### src/ascs_pkg.sv
// Constants and types shared by the converter serial port front end
package ascs_pkg;

    // ************************************************************
    // Clock and serial timing
    // ************************************************************
    localparam int CLK_PERIOD_NS = 40;                // Own clock period
    localparam int SCLK_HALF_NS  = 80;                // Least half period of generated serial clock
    localparam int SCLK_HALF_CYC = (SCLK_HALF_NS + CLK_PERIOD_NS - 1) / CLK_PERIOD_NS;
    localparam logic [1:0] HALF_CNT_LAST = 2'(SCLK_HALF_CYC - 1);
    localparam logic [1:0] HALF_CNT_RESET = 2'h0;

    // ************************************************************
    // Word format
    // ************************************************************
    localparam int WORD_BITS  = 24;                   // Bits in every serial word
    localparam int FIFO_DEPTH = 16;                   // Conversion words held ahead of reading
    localparam logic [4:0] BIT_CNT_RESET = 5'h00;     // First bit of a word
    localparam logic [4:0] LAST_BIT_IDX  = 5'h17;     // Bit count of the final bit
    localparam logic [23:0] CTRL_RESET   = 24'h00_0000;
    localparam logic [23:0] CAL_RESET    = 24'h00_0000;
    localparam logic [23:0] EMPTY_WORD   = 24'h00_0000;

    // ************************************************************
    // Pin synchroniser layout
    // ************************************************************
    localparam int PIN_COUNT = 6;
    localparam int PIN_MODE  = 0;                     // Clocking mode select
    localparam int PIN_RFS   = 1;                     // Receive frame strobe, low active
    localparam int PIN_TFS   = 2;                     // Transmit frame strobe, low active
    localparam int PIN_SEL   = 3;                     // Register select
    localparam int PIN_SCLK  = 4;                     // Serial clock from host
    localparam int PIN_DIN   = 5;                     // Serial data from host
    localparam logic [5:0] PIN_RESET = 6'h16;         // Strobes and clock idle high

    // ************************************************************
    // Frame sequencer states
    // ************************************************************
    typedef enum logic [1:0] {ST_IDLE, ST_SHIFT, ST_DONE} ascs_state_e;

endpackage

### src/ascs_fifo.sv
// Word FIFO that holds conversion results until the host reads them
`timescale 1ns/1ps
module ascs_fifo
#(
    parameter int WIDTH = 24,
    parameter int DEPTH = 16
)
(
    // Clock and reset
    input  wire logic             clk,
    input  wire logic             rst,
    // Filling side
    input  wire logic [WIDTH-1:0] in_data,
    input  wire logic             in_valid,
    output logic                  in_ready,
    // Draining side
    output logic [WIDTH-1:0]      out_data,
    output logic                  out_valid,
    input  wire logic             out_ready
);

    localparam int PW = $clog2(DEPTH);
    localparam int CW = $clog2(DEPTH + 1);
    localparam logic [CW-1:0] FULL_COUNT = CW'(DEPTH);

    logic [WIDTH-1:0] mem [DEPTH];                    // Word storage
    logic [PW-1:0]    wr_ptr;                         // Next slot to fill
    logic [PW-1:0]    rd_ptr;                         // Oldest word
    logic [CW-1:0]    count;                          // Words held
    logic [CW-1:0]    next_count;                     // Count after this edge
    logic             push;                           // Word accepted
    logic             pop;                            // Word removed

    assign push     = in_valid & in_ready;
    assign pop      = out_valid & out_ready;
    assign out_data = mem[rd_ptr];

    // Count follows pushes and pops
    always_comb
    begin
        next_count = count;
        if (push & ~pop)
            next_count = count + CW'(1);
        else if (pop & ~push)
            next_count = count - CW'(1);
    end

    // Storage write, no reset needed on data
    always_ff @(posedge clk)
    begin
        if (push)
            mem[wr_ptr] <= in_data;
    end

    // Pointers, count and flags
    always_ff @(posedge clk or posedge rst)
    begin
        if (rst)
        begin
            wr_ptr    <= '0;
            rd_ptr    <= '0;
            count     <= '0;
            in_ready  <= 1'b0;
            out_valid <= 1'b0;
        end
        else
        begin
            if (push)
                wr_ptr <= (wr_ptr == PW'(DEPTH - 1)) ? '0 : wr_ptr + PW'(1);
            if (pop)
                rd_ptr <= (rd_ptr == PW'(DEPTH - 1)) ? '0 : rd_ptr + PW'(1);
            count     <= next_count;
            in_ready  <= (next_count != FULL_COUNT);
            out_valid <= (next_count != '0);
        end
    end

endmodule

### src/ascs_serial_port.sv
// Serial port front end of the converter with self and external clocking
`timescale 1ns/1ps

// What this block does
// (RULE_01) Mode pin high: drive serial clock out
// (RULE_02) Self mode: clock starts when strobe low
// (RULE_03) Self mode: release clock when strobe rises
// (RULE_04) Self mode: release clock after full word
// (RULE_05) Mode pin low: serial clock is input
// (RULE_06) External clock continuous or bursts both work
// (RULE_07) Select low: access control register
// (RULE_08) Select high: data or calibration registers
// (RULE_09) Host sets mode pin high or low
// (RULE_10) Host holds select stable through frame
module ascs_serial_port
    import ascs_pkg::*;
(
    // Clock and reset
    input  wire logic        clk,
    input  wire logic        rst,
    // Mode and frame pins from host
    input  wire logic        clocking_mode,
    input  wire logic        receive_frame_strobe_n,
    input  wire logic        transmit_frame_strobe_n,
    input  wire logic        register_select,
    // Serial clock pin, split into three signals
    input  wire logic        serial_clock_in,
    output logic             serial_clock_out,
    output logic             serial_clock_oe,
    // Serial data pins
    input  wire logic        serial_data_in,
    output logic             serial_data_out,
    output logic             serial_data_oe,
    // Data ready flag to host
    output logic             conversion_ready_n,
    // Conversion results from the filter
    input  wire logic [23:0] sample_data,
    input  wire logic        sample_valid,
    output logic             sample_ready,
    // Register contents to the converter core
    output logic [23:0]      control_word,
    output logic [23:0]      calibration_word,
    output logic             calibration_write
);

    // ************************************************************
    // Declarations
    // ************************************************************
    logic [PIN_COUNT-1:0] pin_raw;                    // Pins gathered for synchronising
    logic [PIN_COUNT-1:0] sync1;                      // First stage, read by second only
    logic [PIN_COUNT-1:0] sync2;                      // Second stage
    logic [PIN_COUNT-1:0] sync3;                      // Third stage
    logic [PIN_COUNT-1:0] pin_f;                      // Settled pin levels
    logic                 sclk_prev;                  // Settled host clock, one cycle old
    ascs_state_e          state;                      // Frame sequencer
    ascs_state_e          next_state;                 // Sequencer next value
    logic                 self_q;                     // Self clocking for this frame
    logic                 is_read_q;                  // Frame reads from device
    logic                 sel_q;                      // Register select for this frame
    logic [4:0]           bit_cnt;                    // Bits moved in this word
    logic [23:0]          shift_out;                  // Word being sent
    logic [23:0]          shift_in;                   // Word being received
    logic [23:0]          next_in;                    // Received word with this bit
    logic                 sclk_gen;                   // Generated serial clock level
    logic [1:0]           half_cnt;                   // Cycles into half period
    logic                 rfs_low;                    // Receive strobe active
    logic                 tfs_low;                    // Transmit strobe active
    logic                 strobe_low;                 // Strobe of the running frame active
    logic                 gen_rise;                   // Generated clock rises this cycle
    logic                 gen_fall;                   // Generated clock falls this cycle
    logic                 ext_rise;                   // Host clock rose
    logic                 ext_fall;                   // Host clock fell
    logic                 rise_evt;                   // Sampling edge of the frame
    logic                 fall_evt;                   // Shifting edge of the frame
    logic                 word_done;                  // Last bit of a word taken
    logic                 next_self;                  // Clock mode after this edge
    logic [23:0]          fifo_data;                  // Oldest conversion result
    logic                 fifo_valid;                 // A result is waiting
    logic                 fifo_pop;                   // Result read out by host

    // ************************************************************
    // Pin synchronisers
    // ************************************************************
    assign pin_raw = {serial_data_in, serial_clock_in, register_select,
                      transmit_frame_strobe_n, receive_frame_strobe_n, clocking_mode};

    // Three flip-flop chain for every pin
    always_ff @(posedge clk or posedge rst)
    begin
        if (rst)
        begin
            sync1 <= PIN_RESET;
            sync2 <= PIN_RESET;
            sync3 <= PIN_RESET;
        end
        else
        begin
            sync1 <= pin_raw;
            sync2 <= sync1;
            sync3 <= sync2;
        end
    end

    // A level counts only once the last two stages agree
    always_ff @(posedge clk or posedge rst)
    begin
        if (rst)
            pin_f <= PIN_RESET;
        else
        begin
            for (int i = 0; i < PIN_COUNT; i++)
            begin
                if (sync2[i] == sync3[i])
                    pin_f[i] <= sync3[i];
            end
        end
    end

    // Previous host clock level for edge finding
    always_ff @(posedge clk or posedge rst)
    begin
        if (rst)
            sclk_prev <= 1'b1;
        else
            sclk_prev <= pin_f[PIN_SCLK];
    end

    // ************************************************************
    // Edge and frame decode
    // ************************************************************
    assign rfs_low    = ~pin_f[PIN_RFS];
    assign tfs_low    = ~pin_f[PIN_TFS];
    assign strobe_low = is_read_q ? rfs_low : tfs_low; // see RULE_03

    // Generated edges only while shifting in self mode
    assign gen_fall = self_q & (state == ST_SHIFT) & (half_cnt == HALF_CNT_LAST) & sclk_gen;
    assign gen_rise = self_q & (state == ST_SHIFT) & (half_cnt == HALF_CNT_LAST) & ~sclk_gen;

    // Host edges; a paused clock simply yields no edges, so bursts keep their place
    assign ext_rise = ~self_q & pin_f[PIN_SCLK] & ~sclk_prev;  // see RULE_05
    assign ext_fall = ~self_q & ~pin_f[PIN_SCLK] & sclk_prev;  // see RULE_06

    assign rise_evt  = (state == ST_SHIFT) & strobe_low & (gen_rise | ext_rise);
    assign fall_evt  = (state == ST_SHIFT) & strobe_low & (gen_fall | ext_fall);
    assign word_done = rise_evt & (bit_cnt == LAST_BIT_IDX);
    assign next_in   = {shift_in[22:0], pin_f[PIN_DIN]};
    assign next_self = (state == ST_IDLE) ? pin_f[PIN_MODE] : self_q;

    // Data results leave only on a completed data read
    assign fifo_pop = word_done & is_read_q & sel_q & fifo_valid;  // see RULE_08

    // ************************************************************
    // Frame sequencer
    // ************************************************************
    // Next state from strobes and word completion
    always_comb
    begin
        next_state = state;
        unique case (state)
            ST_IDLE:
            begin
                if (rfs_low | tfs_low)
                    next_state = ST_SHIFT;  // see RULE_02
            end
            ST_SHIFT:
            begin
                if (~strobe_low)
                    next_state = ST_IDLE;   // see RULE_03
                else if (word_done)
                    next_state = ST_DONE;   // see RULE_04
            end
            ST_DONE:
            begin
                if (~strobe_low)
                    next_state = ST_IDLE;
            end
        endcase
    end

    // State register
    always_ff @(posedge clk or posedge rst)
    begin
        if (rst)
            state <= ST_IDLE;
        else
            state <= next_state;
    end

    // Frame attributes caught as the frame opens
    always_ff @(posedge clk or posedge rst)
    begin
        if (rst)
        begin
            self_q    <= 1'b0;
            is_read_q <= 1'b0;
            sel_q     <= 1'b0;
        end
        else if ((state == ST_IDLE) && (rfs_low || tfs_low))
        begin
            self_q    <= pin_f[PIN_MODE];  // see RULE_01
            is_read_q <= rfs_low;
            sel_q     <= pin_f[PIN_SEL];   // see RULE_07
        end
    end

    // ************************************************************
    // Self clock generator
    // ************************************************************
    // Toggle every half period while a self clocked word runs
    always_ff @(posedge clk or posedge rst)
    begin
        if (rst)
        begin
            sclk_gen <= 1'b1;
            half_cnt <= HALF_CNT_RESET;
        end
        else if (self_q && (state == ST_SHIFT) && strobe_low)
        begin
            if (half_cnt == HALF_CNT_LAST)
            begin
                half_cnt <= HALF_CNT_RESET;
                sclk_gen <= ~sclk_gen;     // see RULE_02
            end
            else
                half_cnt <= half_cnt + 2'h1;
        end
        else
        begin
            // Idle high between words
            sclk_gen <= 1'b1;
            half_cnt <= HALF_CNT_RESET;
        end
    end

    // ************************************************************
    // Shift registers
    // ************************************************************
    // Load on frame open, shift out on falling edges
    always_ff @(posedge clk or posedge rst)
    begin
        if (rst)
            shift_out <= EMPTY_WORD;
        else if ((state == ST_IDLE) && (rfs_low || tfs_low))
        begin
            if (pin_f[PIN_SEL])
                shift_out <= fifo_valid ? fifo_data : EMPTY_WORD;  // see RULE_08
            else
                shift_out <= control_word;                         // see RULE_07
        end
        else if (fall_evt && (bit_cnt != BIT_CNT_RESET))  // First fall keeps the top bit for rise one
            shift_out <= {shift_out[22:0], 1'b0};
    end

    // Sample input and count bits on rising edges
    always_ff @(posedge clk or posedge rst)
    begin
        if (rst)
        begin
            shift_in <= EMPTY_WORD;
            bit_cnt  <= BIT_CNT_RESET;
        end
        else if (state == ST_IDLE)
            bit_cnt <= BIT_CNT_RESET;
        else if (rise_evt)
        begin
            shift_in <= next_in;
            bit_cnt  <= bit_cnt + 5'h01;   // see RULE_06
        end
    end

    // ************************************************************
    // Register file
    // ************************************************************
    // Control word written when select is low
    always_ff @(posedge clk or posedge rst)
    begin
        if (rst)
            control_word <= CTRL_RESET;
        else if (word_done && !is_read_q && !sel_q)
            control_word <= next_in;       // see RULE_07
    end

    // Calibration word written when select is high
    always_ff @(posedge clk or posedge rst)
    begin
        if (rst)
        begin
            calibration_word  <= CAL_RESET;
            calibration_write <= 1'b0;
        end
        else
        begin
            calibration_write <= word_done & ~is_read_q & sel_q;
            if (word_done && !is_read_q && sel_q)
                calibration_word <= next_in;  // see RULE_08
        end
    end

    // ************************************************************
    // Pin drivers
    // ************************************************************
    // Serial clock driven only in self mode while a word runs
    always_ff @(posedge clk or posedge rst)
    begin
        if (rst)
        begin
            serial_clock_out <= 1'b1;
            serial_clock_oe  <= 1'b0;
        end
        else
        begin
            serial_clock_out <= sclk_gen;
            // Held until the clock is back high, so release never cuts a low phase
            serial_clock_oe  <= (next_self & (state == ST_SHIFT) & strobe_low)
                                | (serial_clock_oe & ~sclk_gen);  // see RULE_01
        end
    end

    // Data out driven through a read frame
    always_ff @(posedge clk or posedge rst)
    begin
        if (rst)
        begin
            serial_data_out <= 1'b0;
            serial_data_oe  <= 1'b0;
        end
        else
        begin
            serial_data_out <= shift_out[23];
            serial_data_oe  <= (state != ST_IDLE) & is_read_q & strobe_low;
        end
    end

    // Ready low while a result waits and no data read is under way
    always_ff @(posedge clk or posedge rst)
    begin
        if (rst)
            conversion_ready_n <= 1'b1;
        else
            conversion_ready_n <= ~fifo_valid | ((state != ST_IDLE) & is_read_q & sel_q);
    end

    // ************************************************************
    // Result buffer
    // ************************************************************
    ascs_fifo
    #(
        .WIDTH (WORD_BITS),
        .DEPTH (FIFO_DEPTH)
    )
    u_fifo
    (
        .clk       (clk),
        .rst       (rst),
        .in_data   (sample_data),
        .in_valid  (sample_valid),
        .in_ready  (sample_ready),
        .out_data  (fifo_data),
        .out_valid (fifo_valid),
        .out_ready (fifo_pop)
    );

endmodule

### config.mk
export PLATFORM = sky130hd
export DESIGN_NAME = ascs_serial_port
export DESIGN_NICKNAME = d
export VERILOG_FILES = /design/src/ascs_pkg.sv /design/src/ascs_fifo.sv /design/src/ascs_serial_port.sv
export SDC_FILE = /design/constraint.sdc
export NUM_CORES = 1
export LEC_CHECK = 0
export ABC_CLOCK_PERIOD_IN_PS = 5300
export BUFFER_PORTS_ARGS = -buffer_cell sky130_fd_sc_hd__buf_2
export CORE_MARGIN = 4
export CORE_UTILIZATION = 55
export CTS_CLUSTER_DIAMETER = 50
export DETAILED_ROUTE_END_ITERATION = 12
export GPL_ROUTABILITY_DRIVEN = 0
export PLACE_DENSITY_LB_ADDON = 0.08
export SYNTH_ARGS = -nofsm -noshare
export SYNTH_HDL_FRONTEND = slang
export SYNTH_SLANG_ARGS = --single-unit
### constraint.sdc
create_clock -name clk -period 5.3 [get_ports clk]
set_clock_uncertainty 0.15 [all_clocks]
set_input_delay 0.265 -clock clk [delete_from_list [all_inputs] [get_ports clk]]
set_output_delay 0.265 -clock clk [all_outputs]
set_load 0.005 [all_outputs]
==> flow_summary_export.csv <==
group,metric,value,unit
power,pwr-share-clk,37.2,%
drt,wl,41500,microns
clocking,clock-sinks,538,
clocking,clockBufferDepth,3,
power,pwr-share-seq,52.6,%
setup_path,r2r-start,"is_read_q",
placement,io_buffers,87,
timing,maxSlewViolCount,0,
grt,antenna_found_initial,1,
timing,period_share,62.4,%
yosys,synth_edf_count,384,
grt,grt_pass1_wl,64600,microns
yosys,synth_area_leader_cell,"edfxtp_1",
yosys,ys_seq_area_share,73.1,%
yosys,yosysWarnings,0,
clocking,clk_pin_slew,0.06,ns
drt,wire_per_inst,23.8,microns
timing,fmax,0.302,GHz
clocking,htreeDepth,2,
clocking,cts_tree,"built",
yosys,syn_inst,1048,
placement,dp_worst_setup_slack,1.92,ns
placement,hpwl,22700,microns
final_layout,fin_util,64.0,%
worst_hold_path,hold_class,"input pin to flip-flop",
yosys,synthesis.area,21100,sq um
yosys,synth.top_cells.by_area,"edfxtp_1 (55%), dfrtp_1 (16%), mux4_2 (13%)",
grt,grt_pass1_vias,10500,
grt,grtUsageTotal,20.6,%
floorplan,initial_core_util,55.8,%
power,vdd_drop_max,0.000273,V
timing,finalSetupViolCount,0,
setup_path,required,5.62,ns
final_layout,stdcell_area,24200,sq um
timing,hold_viol,0,
final_layout,drive_gt1_share,33.7,%
power,p_sw_share,24.0,%
placement,place_area,22100,sq um
setup_path,r2r_slack,1.99,ns
timing,rsz0062_at_grt,"no",
grt,grt_max_degree,105,
clocking,cts_hold_buf,31,
power,power_density,409,nW/um^2
power,power_leakage,8.90,nW
drt,drc,0,
floorplan,die_area,41500,sq um
floorplan,rows,71,
yosys,yosys_most_used_dff,"edfxtp_1",
setup_path,start_kind,"flip-flop",
timing,worst_pin_slew,1.18,ns
setup_path,path_max_fanout,25,
setup_path,slowest_stage,"nor3b_4",
floorplan,fp.coreArea,37800,sq um
setup_path,worst_r2r_endpoint,"calibration_word[23]",
run,cap_viol_max_count,0,
run_status,status,"finished clean",
setup_path,end_kind,"flip-flop",
final_layout,final_nets,1239,
setup_path,path_depth,5,
clocking,cts_made_buffers,55,
setup_path,path_cells,"mux2i_4 > o211a_1 > nand2b_4 > nor3b_4 > mux2_2",
clocking,clock_latency,0.60,ns
setup_path,critPathBufInv,0,
timing,relSlewSlack,21.2,%
drt,viasPerCell,5.83,
setup_path,cp-endpoint,"calibration_word[23]",
clocking,cts-root-buf,"clkbuf_16",
power,switching_power,2.37,mW
power,combPwrFrac,10.2,%
floorplan,die_h,204,microns
clocking,cts_setup_buffers,0,
final_layout,area_growth,14.6,%
clocking,cts_resized,0,
drt,postRouteAntennaNets,0,
setup_path,worstSetupStartpoint,"is_read_q",
yosys,synth.top_cell.area_share,54.7,%
yosys,async_reset_ff_share,28.6,%
floorplan,die_w,204,microns
timing,setup_ws,1.99,ns
setup_path,r2r_cells,5,
drt,drt-pass1-iter-count,5,
floorplan,ios,88,
drt,drt_iter0_drc,761,
setup_path,worstPathArrival,3.63,ns
setup_path,worstSetupPathType,"flip-flop to flip-flop",
setup_path,path_delay_family,"simple AND/OR/NAND/NOR gates",
grt,gr-total-overflow,0,
power,power,9.87,mW
power,internal_power,7.50,mW
yosys,ys_seq_elements,538,
yosys,synth_cell_types,55,
timing,fin_crit,3.31,ns
timing,tns,0,ns
yosys,avgSynthCellArea,20.1,sq um
yosys,synth_fp_nets,1093,
drt,vias,10200,
setup_path,slowest_delay,0.93,ns
[sequential cells by signal (all words and copies together), names as in the netlist, 2 cells and up]
signal,cells
shift_in,23
sync1,6
u_fifo.rd_ptr,4
sync2,6
half_cnt,2
sync3,6
u_fifo.count,5
u_fifo.mem,384
shift_out,24
calibration_word,24
u_fifo.wr_ptr,4
state,2
bit_cnt,5
control_word,24
pin_f,6
[cell type report]
cell class                      instances  area [sq um]
Sequential cell                       538         15400
Timing Repair Buffer                  144           953
Tap cell                              511           639
Clock inverter                         27           198
Antenna cell                            1          2.50
Multi-Input combinational cell        419          5270
Inverter                               36           140
Fill cell                            2629         13600
Clock buffer                           73          1540
[cells in the final DEF, fill, tap and decap left out, types with 15 or more instances in the layout]
master,Yosys,routed
clkbuf_16,0,57
mux2i_1,25,25
mux4_2,120,120
o221ai_1,23,23
nand3b_1,25,25
dfrtp_1,138,135
buf_4,3,25
dlygate4sd3_1,0,31
dfstp_2,16,16
nand2_1,15,15
edfxtp_1,384,384
mux2_2,74,74
inv_1,36,35
buf_2,20,87
[how the worst min path moves through the flow]
stage                                 from              end  slack [ns]  depth (start not counted)
floorplan           receive_frame_strobe_n         sync1[1]        0.12                          0
global placement                  sync1[0]         sync2[0]        0.18                          0
detailed placement                sync1[0]         sync2[0]        0.19                          0
CTS                           sample_valid  u_fifo.count[1]        0.04                          5
global route                  sample_valid  u_fifo.count[1]        0.11                          5
finish                        sample_valid  u_fifo.count[1]        0.08                          5
[power groups by stage]
stage	sequential, mW	clock [mW]	combinational (mW)
after floorplan	5.19	0	0.702
final	5.19	3.68	1.01
after detailed placement	5.27	0	1.01
after global placement	5.26	0	0.979
after CTS	5.19	3.77	1.03
after global routing	5.23	3.96	1.12
[per-layer routing]
metal | share of wire, % | track usage [%]
met4 | 1.7 | 4.72
met5 | 0 | 0
met2 | 49 | 33.2
met3 | 6.3 | 4.23
met1 | 43 | 29.8
[metrics by stage]
stage | hold slack [ns] | std cells
2_1_floorplan | 0.119 | 1048
3_3_place_gp | 0.184 | 1617
3_5_place_dp | 0.189 | 1617
4_1_cts | 0.0447 | 1748
5_1_grt | 0.112 | 1749
6_report | 0.0844 | 1749
[worst register-to-register path, cell delays in order, from the launching register on]
cell      delay (ns)
dfrtp_1         0.58
mux2i_4         0.36
o211a_1         0.61
nand2b_4        0.14
nor3b_4         0.93
mux2_2          0.43
[kinds of logic after synthesis]
group | count (synthesis) | synth area share (%)
xor gates and xnor gates | 8 | 0.332
and+or+nand+nor | 111 | 3.30
muxes | 221 | 18.1
adders and majority gates | 18 | 0.997
AOI/OAI and AO/OA | 61 | 2.19
buffers and inverters | 91 | 1.97
DFF | 538 | 73.1
[Yosys cell counts, drive strengths merged, types with 7 or more instances]
| cell | number |
|---|---|
| edfxtp | 384 |
| dfrtp | 138 |
| mux4 | 120 |
| mux2 | 75 |
| inv | 36 |
| buf | 32 |
| mux2i | 26 |
| nand3b | 25 |
| clkbuf | 23 |
| o221ai | 23 |
| dfstp | 16 |
| and2 | 15 |
| nand2 | 15 |
| ha | 12 |
| nor2 | 12 |
| a21oi | 10 |
| nand3 | 8 |
| and3 | 7 |
| nand4 | 7 |
No activity file was read; power rests on OpenSTA's default activity.
